## config.mk

```make
export PLATFORM = sky130hd
export DESIGN_NAME = mbag_top
export DESIGN_NICKNAME = d
export VERILOG_FILES = /design/src/mbag_pkg.sv /design/src/mbag_circ_fix.sv /design/src/mbag_top.sv /design/src/mbag_wb_regs.sv
export SDC_FILE = /design/constraint.sdc
export NUM_CORES = 1
export LEC_CHECK = 0
export BUFFER_PORTS_ARGS = -buffer_cell sky130_fd_sc_hd__buf_2
export CAP_MARGIN = 20
export CORE_UTILIZATION = 50
export CTS_CLUSTER_DIAMETER = 60
export DETAILED_ROUTE_END_ITERATION = 10
export PLACE_DENSITY = 0.68
export SYNTH_ARGS = -nofsm -noshare
export SYNTH_HDL_FRONTEND = slang
export SYNTH_SLANG_ARGS = --single-unit
export TNS_END_PERCENT = 10
```

## constraint.sdc

```tcl
create_clock -name clock -period 12.7 [get_ports clock]
set_input_delay 1.27 -clock clock [delete_from_list [all_inputs] [get_ports clock]]
set_output_delay 1.27 -clock clock [all_outputs]
set_load 0.01 [all_outputs]
```

## src/mbag_pkg.sv

```systemverilog
// shared constants and carrier types for the address generator
package mbag_pkg;

    // ==========================================================
    // widths and encodings
    localparam int MBAG_AW = 16;
    localparam logic [3:0] MBAG_STACK_SEL = 4'hf;
    localparam logic [15:0] MBAG_WORD_STEP = 16'h0002;
    localparam logic [15:0] MBAG_BYTE_STEP = 16'h0001;

    // ==========================================================
    // register map, byte addresses on the bus
    localparam logic [7:0] MBAG_REG_BITREV = 8'h00;
    localparam logic [7:0] MBAG_REG_CIRC_CTRL = 8'h04;
    localparam logic [7:0] MBAG_REG_CIRC_START = 8'h08;
    localparam logic [7:0] MBAG_REG_CIRC_END = 8'h0c;
    localparam logic [7:0] MBAG_REG_STATUS = 8'h10;

    // ==========================================================
    // field positions and reset values
    localparam int MBAG_BITREV_ENABLE_BIT = 15;
    localparam int MBAG_CIRC_EN_BIT = 15;
    localparam int MBAG_BREV_SEL_LSB = 8;
    localparam int MBAG_CIRC_SEL_LSB = 0;
    localparam int MBAG_STAT_BREV_BIT = 16;
    localparam int MBAG_STAT_WRAP_BIT = 17;
    localparam logic [15:0] MBAG_BITREV_RST = 16'h0000;
    localparam logic [15:0] MBAG_CIRC_CTRL_RST = 16'h0f0f;
    localparam logic [15:0] MBAG_CIRC_START_RST = 16'h0000;
    localparam logic [15:0] MBAG_CIRC_END_RST = 16'hffff;

    // ==========================================================
    // types
    typedef enum logic [2:0] {
        MBAG_INDIRECT, MBAG_POST_INC, MBAG_POST_DEC, MBAG_PRE_INC, MBAG_PRE_DEC, MBAG_REG_OFFSET
    } mbag_mode_e;

    typedef struct packed {
        logic valid;
        logic [3:0] ptr_sel;
        mbag_mode_e mode;
        logic byte_size;
        logic write;
        logic x_unit;
        logic [15:0] offset;
    } mbag_req_s;

    typedef struct packed {
        logic bitrev_enable;
        logic [14:0] pivot_modifier;
        logic circ_en;
        logic [3:0] circ_sel;
        logic [3:0] bitrev_pointer_select;
        logic [15:0] start;
        logic [15:0] stop;
    } mbag_ctrl_s;

    typedef struct packed {
        logic valid;
        logic [15:0] addr;
        logic bitrev;
        logic wrapped;
        logic updated;
    } mbag_ea_s;

endpackage

```

## src/mbag_circ_fix.sv

```systemverilog
// circular buffer boundary correction, combinational
`timescale 1ns/100ps
module mbag_circ_fix (
    input wire logic enable,
    input wire logic incr,
    input wire logic [15:0] value,
    input wire logic [15:0] start,
    input wire logic [15:0] stop,
    output logic [15:0] fixed,
    output logic wrapped
);
    logic [15:0] len;

    assign len = 16'(stop - start + 16'h0001);

    // compare past the limit, not just equal, so big steps still wrap
    always_comb
    begin
        fixed = value;
        wrapped = 1'b0;
        if (enable && incr && value > stop)
        begin
            fixed = 16'(value - len);
            wrapped = 1'b1;
        end
        else if (enable && !incr && value < start)
        begin
            fixed = 16'(value + len);
            wrapped = 1'b1;
        end
    end
endmodule

```

## src/mbag_top.sv

```systemverilog
// address generator: pointer file, circular and bit-reversed addressing
// ==========================================================
// Function
// - circular correction may be applied to the address formed from any pointer.
// - the boundary check is above the upper limit when incrementing, below the lower when decrementing.
// - the corrected address is written back to the pointer only for pre- and post-modify modes.
// - register-plus-offset addresses are corrected but leave the pointer untouched.
// - bit-reversal lives only in the X generator and only for data writes.
// - pointer and modifier are both bit-reversed for the add; the stored pointer and the address stay in normal order.
// - bit-reversal needs a non-all-ones pointer select, the enable bit, and pre/post increment.
// - the pivot modifier is a 15-bit field, usually half the buffer size.
// - reversed addresses are word addresses: pivot scaled to bytes, low bit forced to zero.
// - outside pre/post increment word writes, ordinary addresses are produced.
// - while reversing, the pivot replaces the mode's own increment.
// - with both modes on the same pointer, reversal wins for writes.
`timescale 1ns/100ps
module mbag_top #(
    parameter int NPTR = 16
) (
    input wire logic clock,
    input wire logic rst,
    input wire logic wb_cyc_i,
    input wire logic wb_stb_i,
    input wire logic wb_we_i,
    input wire logic [7:0] wb_adr_i,
    input wire logic [3:0] wb_sel_i,
    input wire logic [31:0] wb_dat_i,
    output logic [31:0] wb_dat_o,
    output logic wb_ack_o,
    input mbag_pkg::mbag_req_s req_i,
    input wire logic ptr_wr_en,
    input wire logic [3:0] ptr_wr_idx,
    input wire logic [15:0] ptr_wr_data,
    input wire logic [3:0] ptr_rd_idx,
    output logic [15:0] ptr_rd_data,
    output mbag_pkg::mbag_ea_s ea_o
);
    import mbag_pkg::*;

    // ==========================================================
    // state and wires
    mbag_ctrl_s ctrl;
    logic [15:0] ptr_reg [NPTR];
    mbag_ea_s ea_reg;
    mbag_ea_s ea_next;
    logic [15:0] w;
    logic [15:0] step;
    logic [15:0] delta;
    logic incr;
    logic [15:0] sum;
    logic [15:0] sum_fixed;
    logic sum_wrapped;
    logic circ_hit;
    logic incr_mode;
    logic modify_mode;
    logic brev_on;
    logic [15:0] pivot_bytes;
    logic [15:0] w_rev;
    logic [15:0] pivot_rev;
    logic [15:0] rev_sum;
    logic [15:0] brev_next;
    logic [15:0] ptr_next;
    logic ext_hit;
    logic [17:0] status_reg;

    // ==========================================================
    // control registers
    mbag_wb_regs u_regs (
        .clock(clock),
        .rst(rst),
        .wb_cyc_i(wb_cyc_i),
        .wb_stb_i(wb_stb_i),
        .wb_we_i(wb_we_i),
        .wb_adr_i(wb_adr_i),
        .wb_sel_i(wb_sel_i),
        .wb_dat_i(wb_dat_i),
        .wb_dat_o(wb_dat_o),
        .wb_ack_o(wb_ack_o),
        .status_i(status_reg),
        .ctrl_o(ctrl)
    );

    // ==========================================================
    // operand selection
    // registers feed the request directly, no forwarding of a fresh write
    assign w = ptr_reg[req_i.ptr_sel];
    assign ptr_rd_data = ptr_reg[ptr_rd_idx];
    assign ext_hit = ptr_wr_en && ptr_wr_idx == req_i.ptr_sel;
    assign step = req_i.byte_size ? MBAG_BYTE_STEP : MBAG_WORD_STEP;

    always_comb
    begin
        delta = 16'h0000;
        incr = 1'b1;
        unique case (req_i.mode)
            MBAG_POST_INC, MBAG_PRE_INC:
                delta = step;
            MBAG_POST_DEC, MBAG_PRE_DEC:
            begin
                delta = 16'(-step);
                incr = 1'b0;
            end
            MBAG_REG_OFFSET:
            begin
                delta = req_i.offset;
                incr = !req_i.offset[15];
            end
            MBAG_INDIRECT:
                delta = 16'h0000;
            default:
                delta = 16'h0000;
        endcase
    end

    assign sum = 16'(w + delta);
    assign incr_mode = req_i.mode == MBAG_PRE_INC || req_i.mode == MBAG_POST_INC;
    assign modify_mode = incr_mode || req_i.mode == MBAG_PRE_DEC
        || req_i.mode == MBAG_POST_DEC;

    // ==========================================================
    // circular correction, any pointer may be the circular one
    assign circ_hit = ctrl.circ_en && ctrl.circ_sel == req_i.ptr_sel;

    mbag_circ_fix u_circ (
        .enable(circ_hit),
        .incr(incr),
        .value(sum),
        .start(ctrl.start),
        .stop(ctrl.stop),
        .fixed(sum_fixed),
        .wrapped(sum_wrapped)
    );

    // ==========================================================
    // bit-reversed modifier
    // stack pointer select of all ones can never reverse
    assign brev_on = req_i.x_unit && req_i.write
        && !req_i.byte_size && incr_mode
        && ctrl.bitrev_enable && ctrl.bitrev_pointer_select != MBAG_STACK_SEL
        && ctrl.bitrev_pointer_select == req_i.ptr_sel;

    assign pivot_bytes = {ctrl.pivot_modifier, 1'b0};

    // reverse-carry add: carries run from msb toward lsb
    for (genvar i = 0; i < MBAG_AW; i++)
    begin : g_rev
        assign w_rev[i] = w[MBAG_AW - 1 - i];
        assign pivot_rev[i] = pivot_bytes[MBAG_AW - 1 - i];
        assign brev_next[i] = (i == 0) ? 1'b0 : rev_sum[MBAG_AW - 1 - i];
    end

    // pointer and modifier are both added in reversed order, the result is unreversed
    assign rev_sum = 16'(w_rev + pivot_rev);

    // ==========================================================
    // address and write-back selection
    assign ptr_next = brev_on ? brev_next : sum_fixed;

    always_comb
    begin
        ea_next.valid = req_i.valid;
        ea_next.bitrev = req_i.valid && brev_on;
        ea_next.wrapped = req_i.valid && !brev_on && circ_hit && sum_wrapped;
        ea_next.updated = req_i.valid && modify_mode;
        ea_next.addr = w;
        if (brev_on)
        begin
            // word-only addressing, low bit never set
            if (req_i.mode == MBAG_PRE_INC)
                ea_next.addr = brev_next;
            else
                ea_next.addr = {w[15:1], 1'b0};
        end
        else
        begin
            unique case (req_i.mode)
                MBAG_PRE_INC, MBAG_PRE_DEC, MBAG_REG_OFFSET:
                    ea_next.addr = sum_fixed;
                MBAG_POST_INC, MBAG_POST_DEC, MBAG_INDIRECT:
                    ea_next.addr = w;
                default:
                    ea_next.addr = w;
            endcase
        end
    end

    always_ff @(posedge clock or posedge rst)
    begin
        if (rst)
            ea_reg <= '0;
        else
            ea_reg <= ea_next;
    end

    assign ea_o = ea_reg;

    // ea_reg is refreshed on idle cycles too, so status keeps the last real request
    always_ff @(posedge clock or posedge rst)
    begin
        if (rst)
            status_reg <= 18'h00000;
        else if (ea_next.valid)
            status_reg <= {ea_next.wrapped, ea_next.bitrev, ea_next.addr};
    end

    // ==========================================================
    // pointer file
    // a core load to the same pointer in the same cycle wins
    always_ff @(posedge clock or posedge rst)
    begin
        if (rst)
        begin
            for (int k = 0; k < NPTR; k++)
                ptr_reg[k] <= 16'h0000;
        end
        else
        begin
            if (req_i.valid && modify_mode)
                ptr_reg[req_i.ptr_sel] <= ptr_next;
            if (ptr_wr_en)
                ptr_reg[ptr_wr_idx] <= ptr_wr_data;
        end
    end
endmodule

```

## src/mbag_wb_regs.sv

```systemverilog
// classic wishbone slave holding the control registers
`timescale 1ns/100ps
module mbag_wb_regs (
    input wire logic clock,
    input wire logic rst,
    input wire logic wb_cyc_i,
    input wire logic wb_stb_i,
    input wire logic wb_we_i,
    input wire logic [7:0] wb_adr_i,
    input wire logic [3:0] wb_sel_i,
    input wire logic [31:0] wb_dat_i,
    output logic [31:0] wb_dat_o,
    output logic wb_ack_o,
    input wire logic [17:0] status_i,
    output mbag_pkg::mbag_ctrl_s ctrl_o
);
    import mbag_pkg::*;

    logic [15:0] bitrev_reg;
    logic [15:0] circ_ctrl_reg;
    logic [15:0] circ_start_reg;
    logic [15:0] circ_end_reg;
    logic ack_reg;
    logic [31:0] dat_reg;
    logic req;
    logic wr_now;
    logic [15:0] wmask;
    logic [15:0] wdat;

    assign req = wb_cyc_i && wb_stb_i;
    // write lands on the edge where the master sees ack
    assign wr_now = req && ack_reg && wb_we_i;
    assign wmask = {{8{wb_sel_i[1]}}, {8{wb_sel_i[0]}}};
    assign wdat = wb_dat_i[15:0] & wmask;
    assign wb_ack_o = ack_reg;
    assign wb_dat_o = dat_reg;

    always_ff @(posedge clock or posedge rst)
    begin
        if (rst)
            ack_reg <= 1'b0;
        else
            ack_reg <= req && !ack_reg;
    end

    always_ff @(posedge clock or posedge rst)
    begin
        if (rst)
            dat_reg <= 32'h0000_0000;
        else if (req && !ack_reg)
        begin
            unique case (wb_adr_i)
                MBAG_REG_BITREV: dat_reg <= {16'h0000, bitrev_reg};
                MBAG_REG_CIRC_CTRL: dat_reg <= {16'h0000, circ_ctrl_reg};
                MBAG_REG_CIRC_START: dat_reg <= {16'h0000, circ_start_reg};
                MBAG_REG_CIRC_END: dat_reg <= {16'h0000, circ_end_reg};
                MBAG_REG_STATUS: dat_reg <= {14'h0000, status_i};
                default: dat_reg <= 32'h0000_0000;
            endcase
        end
    end

    always_ff @(posedge clock or posedge rst)
    begin
        if (rst)
        begin
            bitrev_reg <= MBAG_BITREV_RST;
            circ_ctrl_reg <= MBAG_CIRC_CTRL_RST;
            circ_start_reg <= MBAG_CIRC_START_RST;
            circ_end_reg <= MBAG_CIRC_END_RST;
        end
        else if (wr_now)
        begin
            unique case (wb_adr_i)
                MBAG_REG_BITREV: bitrev_reg <= (bitrev_reg & ~wmask) | wdat;
                MBAG_REG_CIRC_CTRL: circ_ctrl_reg <= (circ_ctrl_reg & ~wmask) | wdat;
                MBAG_REG_CIRC_START: circ_start_reg <= (circ_start_reg & ~wmask) | wdat;
                MBAG_REG_CIRC_END: circ_end_reg <= (circ_end_reg & ~wmask) | wdat;
                default: ;
            endcase
        end
    end

    always_comb
    begin
        ctrl_o.bitrev_enable = bitrev_reg[MBAG_BITREV_ENABLE_BIT];
        ctrl_o.pivot_modifier = bitrev_reg[14:0];
        ctrl_o.circ_en = circ_ctrl_reg[MBAG_CIRC_EN_BIT];
        ctrl_o.circ_sel = circ_ctrl_reg[MBAG_CIRC_SEL_LSB +: 4];
        ctrl_o.bitrev_pointer_select = circ_ctrl_reg[MBAG_BREV_SEL_LSB +: 4];
        ctrl_o.start = circ_start_reg;
        ctrl_o.stop = circ_end_reg;
    end
endmodule

```

After elaboration in Yosys (flattened, before gate mapping)
Index checks and enable logic that the tools add are counted.
Widths: inputs -> output; s select.
- register bits: 391
- output and inout bits: 69
- word-level logic and storage cells: 131
- add/sub/neg operators: 7
- order comparisons: 7
- equal/unequal tests: 12
- multiplexer cells: 26
- bitwise operators: 13
- reduce and logical (&&, ||, !) cells: 38
- operators with widths (cell ; number):
    $bwmux 256 ; 2
    $mux 256 ; 2
    $mux 16 ; 12
    $bmux 16 s4 ; 2
    $demux 16 s4 ; 2
    $pmux 18 s5 ; 1
    $and 16x16->16 ; 5
    $or 16x16->16 ; 4
    $pmux 16 s3 ; 1
    $add 16x16->16 ; 2
    $sub 16x16->16 ; 2
    $logic_and 1x1->1 ; 22
    $add 16x1->16 const B ; 1
    $eq 8x4->1 const B ; 2
    $gt 16x16->1 ; 1
    $lt 16x16->1 ; 1
    $neg 2->16 ; 1
    $not 16->16 ; 1
    $add 15x15->15 ; 1
    $ge 5x5->1 const B ; 3
    $not 4->5 ; 3
    $lt 5x1->1 const B ; 2
    $eq 4x4->1 ; 2
    $eq 8x3->1 const B ; 1
    other kinds (14) ; 27

Depth between registers and ports, before layout
- depth in word-level cells: 14
- depth in mapped cells: 26

Cells and area by module
From an unflattened synthesis, not the netlist that was laid out.
- cell total of the unflattened synthesis: 2771
- area total of the unflattened synthesis: 26665.6 um2
- modules (own cells, without submodules) (module ; instances ; cells each ; area an instance (um2) ; sequential area each (um2)):
    mbag_top ; 1 ; 2041 ; 19476.2 ; 7357.1
    mbag_wb_regs ; 1 ; 290 ; 3965.1 ; 2107.0
    mbag_circ_fix ; 1 ; 440 ; 3224.3 ; 0.0

Worst setup path after synthesis
Ideal clock, no wire load.
- path kind: in2reg
- start point: in req_i[22] in the netlist's numbering
- end point: reg ptr_reg[144] in the netlist's numbering
- setup time: 140 ps
- arrival: 7173 ps
- data required time: 12560 ps
- path slack: 5387 ps
- stages on the path: 25
- path buffers: 5
- cell sequence: buf_2 -> buf_1 -> mux4_2 -> mux4_2 -> ha_1 -> fa_1 -> a211oi_1 -> o211a_1 -> o31ai_1 -> o21ai_0 -> o21a_1 -> nor2_1 -> ha_1 -> nand4_1 -> nor3_1 -> nand4_1 -> and3_1 -> buf_4 -> a22oi_2 -> buf_2 -> mux2i_1 -> nor2_1 -> buf_2 -> nand2_1 -> a31oi_1
- word-level cells in the longest chain between the ends: 14
- elaborated cells between the ends (all ways): 29
- those cells by class: add/sub (3); order compare (4); eq/ne (2); mux (12); bitwise (1); reduce/logical (7)
- RTL lines (what ; RTL line ; text):
    start, declared ; mbag_top.sv:30 ; input mbag_pkg::mbag_req_s req_i,
    $not 4->5 (not written as such) ; mbag_top.sv:86, mbag_top.sv:219 ;
    $bmux 16 s4 ; mbag_top.sv:86 ; assign w = ptr_reg[req_i.ptr_sel];
    $mux 16 (not written as such) (2 in a row) ; mbag_top.sv:86 ;
    $add 16x16->16 ; mbag_top.sv:115 ; assign sum = 16'(w + delta);
    $lt 16x16->1 ; mbag_circ_fix.sv:26 ; else if (enable && !incr && value < start)
    $logic_and 1x1->1 ; mbag_circ_fix.sv:26 ;
    $mux 16 ; mbag_circ_fix.sv:26 ;
    $mux 16 ; mbag_circ_fix.sv:21 ; if (enable && incr && value > stop)
    $mux 16 ; mbag_top.sv:157 ; assign ptr_next = brev_on ? brev_next : sum_fixed;
    $bwmux 256 * ; mbag_top.sv:219 ; ptr_reg[req_i.ptr_sel] <= ptr_next;
    $mux 256 * ; mbag_top.sv:218 ; if (req_i.valid && modify_mode)
    $bwmux 256 ; mbag_top.sv:221 ; ptr_reg[ptr_wr_idx] <= ptr_wr_data;
    $mux 256 * ; mbag_top.sv:220 ; if (ptr_wr_en)
    end signal, assigned by index ; mbag_top.sv:219 ;
    end signal, assigned by index ; mbag_top.sv:221 ;
    end, declared ; mbag_top.sv:43 ; logic [15:0] ptr_reg [NPTR];
Every way passes the cells marked *; elsewhere a longest branch is shown, timed or not. The select of a mux whose other input is x is not followed.
A chain may end at the register's enable or synchronous reset.

==> metrics <==
outcome finished, final reports clean; Die Area 54290 um^2; launching element type of the critical path input port; worst min-delay path category reg -> reg; share of synthesized area spent on multiplexers 0.1682; starting DRC count in detailed routing 2744; floorplan core area 52660 um^2; worst r2r dst status_reg[7]; Synth cell types 100; final wirelength 93320 um; gr usage total 0.3456; Hold-fix buffers, CTS 0; post-synthesis share of cell area spent on full adders, half adders and majority gates 0.05955; warning count from the yosys run 0; Max clock buf depth 3; TritonCTS Buffers 46; maximum clock frequency 104.1 MHz; ANT nets after route 0; worst path arrival time 10.07 ns; shortest clock period the worst path allows after layout 9.602 ns; count of cells along the worst hold path 2; setup total negative slack 0 ns; sequential element share of the synthesized area 0.3547; max_cap viols 0; routed wire length per instance 26.26 um; share of final-layout standard cells stronger than drive strength 1 0.2021; setup repair after global routing missed its margin no; data required time of the worst path 13.17 ns; DRT Pass-1 Iters 8; Horiz. Die Dim 233.0 um; CTS H-tree depth 2; number of max-slew violations in the final report 0; FF-to-FF Start ptr_reg[65]; initial antenna violation count 5; Final Setup Violations 0; count of flip-flops with a built-in enable after synthesis 0; synthesis-to-layout area growth 10.09%; instance count of the mapped netlist 2797; end of the worst hold path u_regs.wb_dat_o[16]; number of global-route vias before repair 23467; Final Worst Setup Slack 3.098 ns; async set-reset flop share out of synthesis 1.000; Setup Crit Path Kind in -> reg; Filler Cells Inserted 4630; average instance area after synthesis 9.540 um^2; transition time of the tightest slew-check pin 1.170 ns; maximum number of pins on one net before global-route repair 120; starting density of the core 0.5067; drc violations 0; Power per Cell Area 187.9 nW/um^2; DR vias/cell 6.808; worst vdd rail ir drop 0.1098 mV; depth of the most critical reg-to-reg path 19; Critical Path Sink Type flip-flop; CTS tree built; nets@finish 3057; global-route wire length before repair 142400 um; weighted congestion at the end of routability-driven global placement 0.9413; std cell rows 84; setup bufs post-CTS 0; Pleak 0.01313 uW; tightest slew margin relative to the limit 0.2175; final core utilization 0.5579; combinational family with the most area after synthesis compound AO/OA/AOI/OAI gates; placed wire-length estimate 67510 um; final setup skew 0.02581 ns; TritonCTS sink count 377; vias after detailed routing 24197; area of the mapped netlist 26680 um^2; final clock period utilization by the worst path 0.7561; Clk Tree Root Cell clkbuf_16; Congestion Overflow GR 0; total of cells resized after clock tree synthesis 0; Worst Min Path Start u_regs.wb_dat_o[16]; ys flop type dfrtp_1; Hold Fails Final Rpt 0; minimum setup slack among reg-to-reg paths 4.39 ns; top fanout value on the critical path 39; number of primary I/O pins 170; setup slack after placement 2.651 ns; area fraction in compound gates after synthesis 0.2165; synthesis-stage register bit count 377; Simple-Gate Fraction of Synth Area 0.1378; XOR/XNOR share of the synthesized area 0.01510; Die Ht 233.0 um; clock-pin slew on the worst setup and hold paths 0.05 ns; count of buffers from port buffering 137; clock insertion delay at the later pin of the skew report 0.61 ns
-- synthesized netlist by cell type, drive strengths merged, types with 30 or more instances --
cell type / number / area (um^2)
a31oi: 43 / 281.5
nand2: 275 / 1032
nor2b: 30 / 187.7
ha: 119 / 1489
o21ai: 344 / 1725
nor2: 195 / 737.0
mux2: 60 / 675.7
and3: 59 / 369.1
mux4: 159 / 3581
o211ai: 46 / 350.3
a21o: 95 / 713.2
dfrtp: 353 / 8833
clkbuf: 141 / 529.3
xnor2: 31 / 271.5
inv: 87 / 326.6
a21oi: 217 / 1135
buf: 80 / 426.7
nand3: 61 / 305.3
nor3: 54 / 270.3
-- how the worst max path moves through the flow --
stage | cells past startpoint | startpoint | to
6_report | 21 | req_i[23] | status_reg[7]
3_3_place_gp | 21 | req_i[22] | status_reg[7]
5_1_grt | 21 | req_i[22] | status_reg[7]
4_1_cts | 21 | req_i[22] | status_reg[7]
2_1_floorplan | 1 | rst | async pin
3_5_place_dp | 21 | req_i[22] | status_reg[7]
-- power breakdown --
| part | total, uW | leakage (uW) | internal [uW] | switching (uW) |
|---|---|---|---|---|
| Sequential | 1750 | 0.00457 | 1520 | 234 |
| Combinational | 2440 | 0.00784 | 998 | 1440 |
| Clock | 1320 | 0.000727 | 760 | 564 |
-- logic make-up (layout without fill, tap and decap cells) --
kind of cell	Yosys count	in the layout
mux	242	242
other cells	1	15
flops	377	377
simple gates	784	784
buf+inv	308	363
fa+ha+maj	124	124
xor+xnor	46	46
compound gates	915	915
-- area by class of cell --
type	count	area, um^2	share of cell area
Antenna cell	1	2.502	0.00008519
Inverter	87	334.1	0.01137
Clock buffer	64	1299	0.04421
Sequential cell	377	9464	0.3222
Clock inverter	17	193.9	0.006602
Timing Repair Buffer	195	1174	0.03995
Tap cell	688	860.8	0.02931
Multi-Input combinational cell	2125	16050	0.5463
-- critical path, cell delays in order --
cell,delay (ns)
buf_4,0.60
buf_4,0.60
mux4_2,0.42
mux4_2,0.53
ha_1,0.27
a211oi_1,0.39
o211ai_1,0.30
a211o_1,0.34
a2111oi_0,0.47
o31ai_1,0.16
xnor2_1,0.60
ha_1,0.25
nand4_1,0.13
nor3_1,0.58
nand4_1,0.20
and3_1,0.41
a22oi_2,0.72
nand2b_1,0.18
a41oi_2,0.87
a221oi_1,0.38
mux2_2,0.38
-- stage by stage --
stage / area (um^2) / std cells / power [uW] / hold slack (ns)
3_5_place_dp: 27800 / 3466 / 4108 / 0.4542
6_report: 29370 / 3554 / 5519 / 0.4663
5_1_grt: 29370 / 3554 / 5789 / 0.4909
2_1_floorplan: 26730 / 2810 / 3404 / 0.4519
4_1_cts: 29290 / 3547 / 5443 / 0.4665
3_3_place_gp: 27800 / 3466 / 4013 / 0.4484
-- per-layer routing --
layer  GRT usage  vias to the layer above  part of all wire
met2      0.5586                     1508              0.47
met5           0                        -           0.00033
met4      0.1603                        6             0.046
met3     0.06740                      290             0.098
li1            -                    10407                 -
met1      0.4472                    11986              0.38
-- cells in the final DEF, fill, tap and decap left out, drive strengths merged, types with 43 or more instances in the layout --
| cell | n |
|---|---|
| a21o | 95 |
| a21oi | 217 |
| a31oi | 43 |
| and3 | 59 |
| buf | 195 |
| clkbuf | 64 |
| dfrtp | 353 |
| ha | 119 |
| inv | 90 |
| mux2 | 60 |
| mux4 | 159 |
| nand2 | 275 |
| nand3 | 61 |
| nor2 | 195 |
| nor3 | 54 |
| o211ai | 46 |
| o21ai | 344 |
Power figures use the tool's default switching activity.
